## src/rtl/iqr_regs.svh

```systemverilog
// Constants of the interlocked head-removal engine
// Functional notes
// [RULE_01] Status 0 empty with lock obtained, 1 removed and more remain, 2 removed now empty.
// [RULE_02] Header read by reserved load; bit 0 already set returns -1 untouched.
// [RULE_03] Conditional store of header OR 1, retried until success or count exhausted.
// [RULE_04] Retry count exhausted without exception returns -1, queue unchanged.
// [RULE_05] Fence after lock; removed address is header plus forward link, returned.
// [RULE_06] Successor is entry plus its forward link; empty queue uses header itself.
// [RULE_07] Successor backward link gets header minus successor, offset 4 long, 8 quad.
// [RULE_08] Fence after backward write, then forward link write releases the lock.
// [RULE_09] Long variant sign-extends low 32 bits of forward link and addresses.
// [RULE_10] Software keeps long queues quadword aligned, resident and writable.
// [RULE_11] Long variant makes no alignment or memory checks before modifying.
// [RULE_12] Quad variant faults illegal operand on header address low four bits nonzero.
// [RULE_13] Quad misaligned forward link or successor restores header, then illegal operand.
// [RULE_14] Quad confirms entry read and successor write first; else restore, then fault.
// [RULE_15] Quad reports access, read, write, illegal operand and translation exceptions.
// [RULE_16] Removal runs uninterrupted; interlock excludes other removals and insertions.
// [RULE_17] Start request with header and variant; completion with status, address or exception.
`ifndef IQR_REGS_SVH
`define IQR_REGS_SVH
`define IQR_RETRY_DEFAULT 16'h0010
`define IQR_CNT_W         16
`define IQR_LOCK_BIT      0
`define IQR_SIGN_EXTEND_MSB      31
`define IQR_QALIGN_MASK   64'h0000_0000_0000_000F
`define IQR_BLINK_LONG    64'h0000_0000_0000_0004
`define IQR_BLINK_QUAD    64'h0000_0000_0000_0008
`define IQR_ST_LOCKED     64'hFFFF_FFFF_FFFF_FFFF
`define IQR_ST_EMPTY      64'h0000_0000_0000_0000
`define IQR_ST_MORE       64'h0000_0000_0000_0001
`define IQR_ST_NOW_EMPTY  64'h0000_0000_0000_0002
`define IQR_ONE           64'h0000_0000_0000_0001
`define IQR_ZERO          64'h0000_0000_0000_0000
`endif

```

## src/rtl/iqr_pkg.sv

```systemverilog
// Types of the interlocked head-removal engine
package iqr_pkg;
   typedef enum logic [2:0] {IQR_K_RESLOAD, IQR_K_CONDSTORE, IQR_K_READ, IQR_K_WRITE,
                             IQR_K_FENCE, IQR_K_PROBEW} iqr_kind_t;
   typedef enum logic [2:0] {IQR_X_NONE, IQR_X_ILLOP, IQR_X_ACCVIO, IQR_X_FOR,
                             IQR_X_FOW, IQR_X_TNV} iqr_exc_t;
   typedef enum {IQR_IDLE, IQR_LL, IQR_SC, IQR_FENCE1, IQR_RDENT, IQR_PROBE,
                 IQR_WRBACK, IQR_FENCE2, IQR_WRFWD, IQR_RESTORE} iqr_state_t;
   typedef struct packed {
      logic        valid;
      logic [63:0] hdrAddr;
      logic        quad;
   } iqr_start_t;
   typedef struct packed {
      logic        valid;
      iqr_kind_t   kind;
      logic [63:0] addr;
      logic [63:0] wdata;
      logic        wide;
   } iqr_mreq_t;
   typedef struct packed {
      logic        ack;
      logic [63:0] rdata;
      logic        ok;
      iqr_exc_t    fault;
   } iqr_mrsp_t;
   typedef struct packed {
      logic        done;
      logic [63:0] status;
      logic [63:0] removed;
      iqr_exc_t    exc;
   } iqr_result_t;
endpackage : iqr_pkg

```

## src/rtl/iqr_head_remove.sv

```systemverilog
// Interlocked head-removal engine for self-relative memory queues
`timescale 1ns/1ns
`default_nettype none
`include "iqr_regs.svh"
module iqr_head_remove
   import iqr_pkg::*;
#(
   parameter logic [`IQR_CNT_W-1:0] RETRY_N = `IQR_RETRY_DEFAULT
)(
   input  wire logic        clk,
   input  wire logic        rst_b,
   input  wire iqr_start_t  start,
   output logic             startReady,
   output iqr_mreq_t        memReq,
   input  wire iqr_mrsp_t   memRsp,
   output iqr_result_t      result
);

   // ----------------------------------------
   // State
   // ----------------------------------------
   typedef struct packed {
      iqr_state_t              state;
      logic [63:0]             hdr;
      logic                    quad;
      logic [63:0]             tmp0;
      logic [63:0]             fwd;
      logic [63:0]             entry;
      logic [63:0]             succ;
      logic [`IQR_CNT_W-1:0]   cnt;
      iqr_exc_t                pendExc;
      iqr_mreq_t               req;
      iqr_result_t             res;
   } iqr_st_t;

   iqr_st_t r_reg;
   iqr_st_t r_next;

   // Sign extension of the low word
   function automatic logic [63:0] sx(input logic [63:0] v);
      sx = {{32{v[`IQR_SIGN_EXTEND_MSB]}}, v[`IQR_SIGN_EXTEND_MSB:0]};
   endfunction : sx

   // Request builder
   function automatic iqr_mreq_t mk(input iqr_kind_t k, input logic [63:0] a,
                                    input logic [63:0] d, input logic w);
      mk.valid = 1'b1;
      mk.kind  = k;
      mk.addr  = a;
      mk.wdata = d;
      mk.wide  = w;
   endfunction : mk

   // ----------------------------------------
   // Next-state logic
   // ----------------------------------------
   always_comb
   begin
      logic [63:0] f;
      logic [63:0] e;
      logic [63:0] s;
      f = `IQR_ZERO;
      e = `IQR_ZERO;
      s = `IQR_ZERO;
      r_next = r_reg;
      r_next.res.done = 1'b0;
      if (memRsp.ack)
      begin
         r_next.req.valid = 1'b0;
      end
      case (r_reg.state)
         IQR_IDLE:
         begin
            if (start.valid)
            begin
               r_next.hdr  = start.hdrAddr;
               r_next.quad = start.quad;
               r_next.cnt  = RETRY_N;
               if (start.quad && ((start.hdrAddr & `IQR_QALIGN_MASK) != `IQR_ZERO))
               begin
                  r_next.res = '{1'b1, `IQR_ZERO, `IQR_ZERO, IQR_X_ILLOP}; // [RULE_12]
               end
               else
               begin
                  // Variant ignores alignment for long queues [RULE_11]
                  r_next.req   = mk(IQR_K_RESLOAD, start.hdrAddr, `IQR_ZERO, start.quad);
                  r_next.state = IQR_LL; // [RULE_02]
               end
            end
         end
         IQR_LL:
         begin
            if (memRsp.ack)
            begin
               r_next.tmp0 = memRsp.rdata;
               if (memRsp.fault != IQR_X_NONE)
               begin
                  r_next.res   = '{1'b1, `IQR_ZERO, `IQR_ZERO, memRsp.fault}; // [RULE_15]
                  r_next.state = IQR_IDLE;
               end
               else if (memRsp.rdata[`IQR_LOCK_BIT])
               begin
                  r_next.res   = '{1'b1, `IQR_ST_LOCKED, `IQR_ZERO, IQR_X_NONE}; // [RULE_02]
                  r_next.state = IQR_IDLE;
               end
               else
               begin
                  r_next.req   = mk(IQR_K_CONDSTORE, r_reg.hdr,
                                    memRsp.rdata | `IQR_ONE, r_reg.quad); // [RULE_03]
                  r_next.state = IQR_SC;
               end
            end
         end
         IQR_SC:
         begin
            if (memRsp.ack)
            begin
               if (memRsp.ok)
               begin
                  r_next.req   = mk(IQR_K_FENCE, r_reg.hdr, `IQR_ZERO, r_reg.quad); // [RULE_05]
                  r_next.state = IQR_FENCE1;
               end
               else if (r_reg.cnt <= `IQR_CNT_W'(1))
               begin
                  r_next.res   = '{1'b1, `IQR_ST_LOCKED, `IQR_ZERO, IQR_X_NONE}; // [RULE_04]
                  r_next.state = IQR_IDLE;
               end
               else
               begin
                  r_next.cnt   = r_reg.cnt - `IQR_CNT_W'(1);
                  r_next.req   = mk(IQR_K_RESLOAD, r_reg.hdr, `IQR_ZERO, r_reg.quad); // [RULE_03]
                  r_next.state = IQR_LL;
               end
            end
         end
         IQR_FENCE1:
         begin
            if (memRsp.ack)
            begin
               f = r_reg.quad ? r_reg.tmp0 : sx(r_reg.tmp0); // [RULE_09]
               e = r_reg.quad ? r_reg.hdr + f : sx(r_reg.hdr + f); // [RULE_05]
               r_next.fwd   = f;
               r_next.entry = e;
               if (r_reg.quad && ((f & `IQR_QALIGN_MASK) != `IQR_ZERO))
               begin
                  r_next.pendExc = IQR_X_ILLOP; // [RULE_13]
                  r_next.req     = mk(IQR_K_WRITE, r_reg.hdr, r_reg.tmp0, r_reg.quad);
                  r_next.state   = IQR_RESTORE;
               end
               else if (f == `IQR_ZERO)
               begin
                  // Empty queue: the successor is the header [RULE_06]
                  r_next.succ = r_reg.hdr;
                  if (r_reg.quad)
                  begin
                     r_next.req   = mk(IQR_K_PROBEW, r_reg.hdr + `IQR_BLINK_QUAD,
                                       `IQR_ZERO, 1'b1); // [RULE_14]
                     r_next.state = IQR_PROBE;
                  end
                  else
                  begin
                     r_next.req   = mk(IQR_K_WRITE, r_reg.hdr + `IQR_BLINK_LONG,
                                       `IQR_ZERO, 1'b0); // [RULE_07]
                     r_next.state = IQR_WRBACK;
                  end
               end
               else
               begin
                  r_next.req   = mk(IQR_K_READ, e, `IQR_ZERO, r_reg.quad); // [RULE_06]
                  r_next.state = IQR_RDENT;
               end
            end
         end
         IQR_RDENT:
         begin
            if (memRsp.ack)
            begin
               s = r_reg.quad ? r_reg.entry + memRsp.rdata
                              : sx(r_reg.entry + sx(memRsp.rdata)); // [RULE_09]
               r_next.succ = s;
               if (r_reg.quad && memRsp.fault != IQR_X_NONE)
               begin
                  r_next.pendExc = memRsp.fault; // [RULE_14]
                  r_next.req     = mk(IQR_K_WRITE, r_reg.hdr, r_reg.tmp0, 1'b1);
                  r_next.state   = IQR_RESTORE;
               end
               else if (r_reg.quad && ((s & `IQR_QALIGN_MASK) != `IQR_ZERO))
               begin
                  r_next.pendExc = IQR_X_ILLOP; // [RULE_13]
                  r_next.req     = mk(IQR_K_WRITE, r_reg.hdr, r_reg.tmp0, 1'b1);
                  r_next.state   = IQR_RESTORE;
               end
               else if (r_reg.quad)
               begin
                  r_next.req   = mk(IQR_K_PROBEW, s + `IQR_BLINK_QUAD, `IQR_ZERO, 1'b1);
                  r_next.state = IQR_PROBE; // [RULE_14]
               end
               else
               begin
                  r_next.req   = mk(IQR_K_WRITE, s + `IQR_BLINK_LONG,
                                    sx(r_reg.hdr - s), 1'b0); // [RULE_07]
                  r_next.state = IQR_WRBACK;
               end
            end
         end
         IQR_PROBE:
         begin
            if (memRsp.ack)
            begin
               if (memRsp.fault != IQR_X_NONE)
               begin
                  r_next.pendExc = memRsp.fault; // [RULE_14]
                  r_next.req     = mk(IQR_K_WRITE, r_reg.hdr, r_reg.tmp0, 1'b1);
                  r_next.state   = IQR_RESTORE;
               end
               else
               begin
                  r_next.req   = mk(IQR_K_WRITE, r_reg.succ + `IQR_BLINK_QUAD,
                                    r_reg.hdr - r_reg.succ, 1'b1); // [RULE_07]
                  r_next.state = IQR_WRBACK;
               end
            end
         end
         IQR_WRBACK:
         begin
            if (memRsp.ack)
            begin
               r_next.req   = mk(IQR_K_FENCE, r_reg.hdr, `IQR_ZERO, r_reg.quad); // [RULE_08]
               r_next.state = IQR_FENCE2;
            end
         end
         IQR_FENCE2:
         begin
            if (memRsp.ack)
            begin
               r_next.req   = mk(IQR_K_WRITE, r_reg.hdr, r_reg.quad ?
                                 r_reg.succ - r_reg.hdr : sx(r_reg.succ - r_reg.hdr),
                                 r_reg.quad); // [RULE_08]
               r_next.state = IQR_WRFWD;
            end
         end
         IQR_WRFWD:
         begin
            if (memRsp.ack)
            begin
               r_next.res.done    = 1'b1; // [RULE_17]
               r_next.res.exc     = IQR_X_NONE;
               r_next.res.removed = r_reg.entry; // [RULE_05]
               if (r_reg.fwd == `IQR_ZERO)
               begin
                  r_next.res.status = `IQR_ST_EMPTY; // [RULE_01]
               end
               else if (r_reg.succ == r_reg.hdr)
               begin
                  r_next.res.status = `IQR_ST_NOW_EMPTY; // [RULE_01]
               end
               else
               begin
                  r_next.res.status = `IQR_ST_MORE; // [RULE_01]
               end
               r_next.state = IQR_IDLE;
            end
         end
         IQR_RESTORE:
         begin
            if (memRsp.ack)
            begin
               r_next.res   = '{1'b1, `IQR_ZERO, `IQR_ZERO, r_reg.pendExc}; // [RULE_15]
               r_next.state = IQR_IDLE;
            end
         end
         default:
         begin
            r_next.state = IQR_IDLE;
         end
      endcase
   end

   // ----------------------------------------
   // Registers and outputs
   // ----------------------------------------
   // One removal at a time, never preempted [RULE_16]
   always_ff @(posedge clk or negedge rst_b)
   begin
      if (!rst_b)
      begin
         r_reg       <= '0; // First state of the enum is idle
      end
      else
      begin
         r_reg <= r_next;
      end
   end

   assign startReady = (r_reg.state == IQR_IDLE);
   assign memReq     = r_reg.req;
   assign result     = r_reg.res;
endmodule : iqr_head_remove
`default_nettype wire

```

## config.mk

```make
export PLATFORM = sky130hd
export DESIGN_NAME = iqr_head_remove
export DESIGN_NICKNAME = d
export VERILOG_FILES = /design/src/rtl/iqr_pkg.sv /design/src/rtl/iqr_head_remove.sv
export VERILOG_INCLUDE_DIRS = /design/src /design/src/rtl
export SDC_FILE = /design/constraint.sdc
export NUM_CORES = 2
export LEC_CHECK = 0
export BUFFER_PORTS_ARGS = -buffer_cell sky130_fd_sc_hd__buf_4
export CORE_UTILIZATION = 30
export DETAILED_ROUTE_END_ITERATION = 12
export PLACE_DENSITY_LB_ADDON = 0.05
export REMOVE_ABC_BUFFERS = 1
export SKIP_LAST_GASP = 1
export SLEW_MARGIN = 20
export SYNTH_ARGS = -nofsm -noshare
export SYNTH_HDL_FRONTEND = slang
export SYNTH_SLANG_ARGS = --single-unit
```

## constraint.sdc

```tcl
create_clock -name clk -period 6 [get_ports clk]
set_input_delay 0.6 -clock clk [delete_from_list [all_inputs] [get_ports clk]]
set_output_delay 0.6 -clock clk [all_outputs]
set_load 0.01 [all_outputs]
```

==> results.tsv <==
metric	value	unit
clk_pin_slew_worst_paths	0.07	ns
vias	54500	
synth_seq_area_share	27.9	%
status	completed	
p_per_area	804	mW/mm²
crit_chain	ha_1 > a21o_1 > o21bai_1 > nor4_1 > or3_1 > nand2_1 > inv_1 > ha_1 > a21o_1 > a21o_1 > a21o_1 > a2bb2oi_1 > o21ai_0 > o41ai_1 > buf_4 > o2111ai_1 > a221oi_1 > o21ai_0 > o41ai_1 > xnor2_1 > nand2_1 > a21oi_1	
antenna_found_initial	31	
arrival	6.44	ns
finalHoldViolCount	0	
initial_utilization	30.2	%
ys_warn_count	0	
slew_viol_final	0	
dp_cells	8870	
r2r_start	r_reg[356]	
cp_num_cells	22	
clock_power_share	10.7	%
cp_top_family	compound AO/OA/AOI/OAI gates	
rsz0062_at_grt	no	
fp.dieH	407	µm
final_common_cell	nand2_1	
grtUsageTotal	36.5	%
hp-start	start[9]	
grt_pass1_vias	51800	
fp.dieW	407	µm
fp-row-count	148	
power.switching	26.5	mW
worst_setup_path_start_kind	flip-flop	
period_minus_slack	5.82	ns
p_leak	26.0	nW
synth_cells	6499	
route.detailed.drc	0	
avgSynthCellArea	7.57	µm²
cp_data_required_time	6.62	ns
finalPower	46.6	mW
core-area	0.163	mm²
drtAntennaViolNets	0	
ys_types	106	
grt_overflow	0	
synth_ff_type	dfrtp_1	
grt_pass1_wl	423000	µm
seqPwrFrac	17.1	%
layout_common_cells	nand2_1, buf_4, a21oi_1, dfrtp_1, o21ai_0	
critPathKind	reg -> reg	
grt_max_degree	145	
skew	0.0492	ns
drv_cap	0	
slowest_stage	nor4_1	
insertion_delay	0.71	ns
synthArstFlopShare	100	%
syn2layout_area_growth	17.9	%
cts-root-buf	clkbuf_16	
io_buffers	402	
synth_edf_count	0	
final_nets	7211	
drt_iter0_drc	6677	
critPathMostFrequentCell	a21o_1	
vias_per_cell	6.04	
cts_buffer_depth	3	
peakVddDrop	436	µV
max-slew-margin-rel	17.6	%
ys_ff_latch	548	
max_stage_delay	0.73	ns
r2r_slack	0.18	ns
combPwrFrac	72.2	%
dr.pass1.iters	9	
cp-end-kind	flip-flop	
final_cells	9011	
cts.sinks	548	
whs_path_depth	3	
max_slew.worst_pin.slew	1.23	ns
wl_per_cell	34.4	µm
fp.dieArea	0.166	mm²
h-tree-depth	3	
wirelength	310000	µm
numCtsBuffers	78	
hpwl	245000	µm
syn_area	0.0492	mm²
finalCritPeriodShare	96.9	%
path_buf_inv	2	
cts_tree	yes	
internal_power	20.1	mW
fmax	0.172	GHz
r2r_cells	22	
hp-class	in -> reg	
critPathMaxFanout	3	
drive_gt1_share	15.9	%
io_pins	403	
gp_congestion	0.996	
largest_reg_flops	344	
swShare	56.9	%
min_to	r_reg[549]	
setup_viol	0	
r2r_end	memReq[31]	
==> cell type report <==
type	instances	area, µm²
diodes	2	5.00
clock buffers	116	2340
clock inverters	22	295
fillers	17400	105000
inverters	227	852
multi-input cells	5065	31400
flip-flops and latches	548	13700
well taps	2175	2720
repair buffers	856	6690
==> tightest hold or removal path, cell delays in order <==
cell and delay (ns):
buf_4 0.08, nand2_1 0.04, o21ai_0 0.06
==> metrics by stage <==
| step | util [%] | TNS, ns | setup WS [ns] | hold WS [ns] | cell area, µm² |
|---|---|---|---|---|---|
| after floorplan | - | -1367.79 | -9.01 | 0.304 | 45700 |
| after global placement | 34.0 | -9.58 | -0.321 | 0.461 | 55300 |
| after detailed placement | 34.0 | -9.30 | -0.307 | 0.465 | 55300 |
| after CTS | 35.6 | 0 | 0.126 | 0.0718 | 58000 |
| after global routing | 35.6 | 0 | 0.0188 | 0.128 | 58000 |
| final | 35.6 | 0 | 0.184 | 0.115 | 58000 |
==> worst max-delay path by stage <==
stage,startpoint,endpoint,slack [ns]
2_1_floorplan,memRsp[68],memReq[123],-9.01
3_3_place_gp,memRsp[4],memReq[36],-0.32
3_5_place_dp,memRsp[4],memReq[62],-0.31
4_1_cts,r_reg[348],memReq[59],0.13
5_1_grt,r_reg[351],memReq[31],0.02
6_report,r_reg[356],memReq[31],0.18
==> power groups by stage <==
| stage | sequential (mW) | combinational [mW] | clock [mW] |
|---|---|---|---|
| floorplan | 7.19 | 17.6 | 0 |
| global placement | 7.92 | 32.7 | 0 |
| detailed placement | 7.91 | 32.6 | 0 |
| CTS | 7.87 | 32.7 | 5.06 |
| global route | 8.09 | 35.6 | 5.18 |
| finish | 7.99 | 33.6 | 4.97 |
==> cell usage after synthesis (all sizes together) (15+ instances only) <==
library cell	count	area share, %
nor3	121	1.3
nand2b	35	0.45
a21o	179	2.7
o31ai	25	0.41
nand4	114	1.5
nor4	88	1.2
a22o	70	1.2
nand3	139	1.4
nor2b	26	0.33
nand2	1045	8.0
and3	55	0.71
nor2	501	3.8
xor2	91	1.6
and4	15	0.27
a221o	27	0.55
and2	25	0.32
o2111ai	16	0.30
a31oi	132	1.7
o32a	16	0.33
o21a	53	0.81
a21boi	17	0.27
a211oi	65	1.0
inv	227	1.7
a2111oi	20	0.40
o211ai	65	1.0
a221oi	68	1.2
clkbuf	337	2.6
or3	41	0.52
o221ai	26	0.46
buf	322	4.6
xnor2	249	4.4
or2	15	0.19
o22ai	18	0.23
a222oi	59	1.2
o21ai	511	5.2
a22oi	15	0.23
dfrtp	548	28
a21oi	568	5.8
ha	293	7.5
a211o	17	0.30
o21bai	63	0.96
==> cells by family after synthesis <==
group           share of synthesized area [%]
compound gates                           28.5
xor+xnor                                 6.06
fa+ha+maj                                7.66
buf+inv                                  8.86
flops                                    27.9
mux                                     0.377
simple gates                             20.7
==> what timing repair did <==
item                                   4_1_cts  5_1_grt
hold buffers                                 1        0
endpoints found under the hold margin       49        0
setup buffers                                0        0
pin swaps                                    0        0
setup endpoints to repair                   15       33
gates resized for setup                      1        5
==> layer usage <==
layer,part of all wire (%),global-route usage (%),up-vias
li1,-,-,23900
met4,2.9,10.2,6
met5,0.015,0,-
met1,46,53.2,27500
met3,8.9,7.19,355
met2,42,53.8,2719
Note: power is estimated with default switching activity, not from simulation.
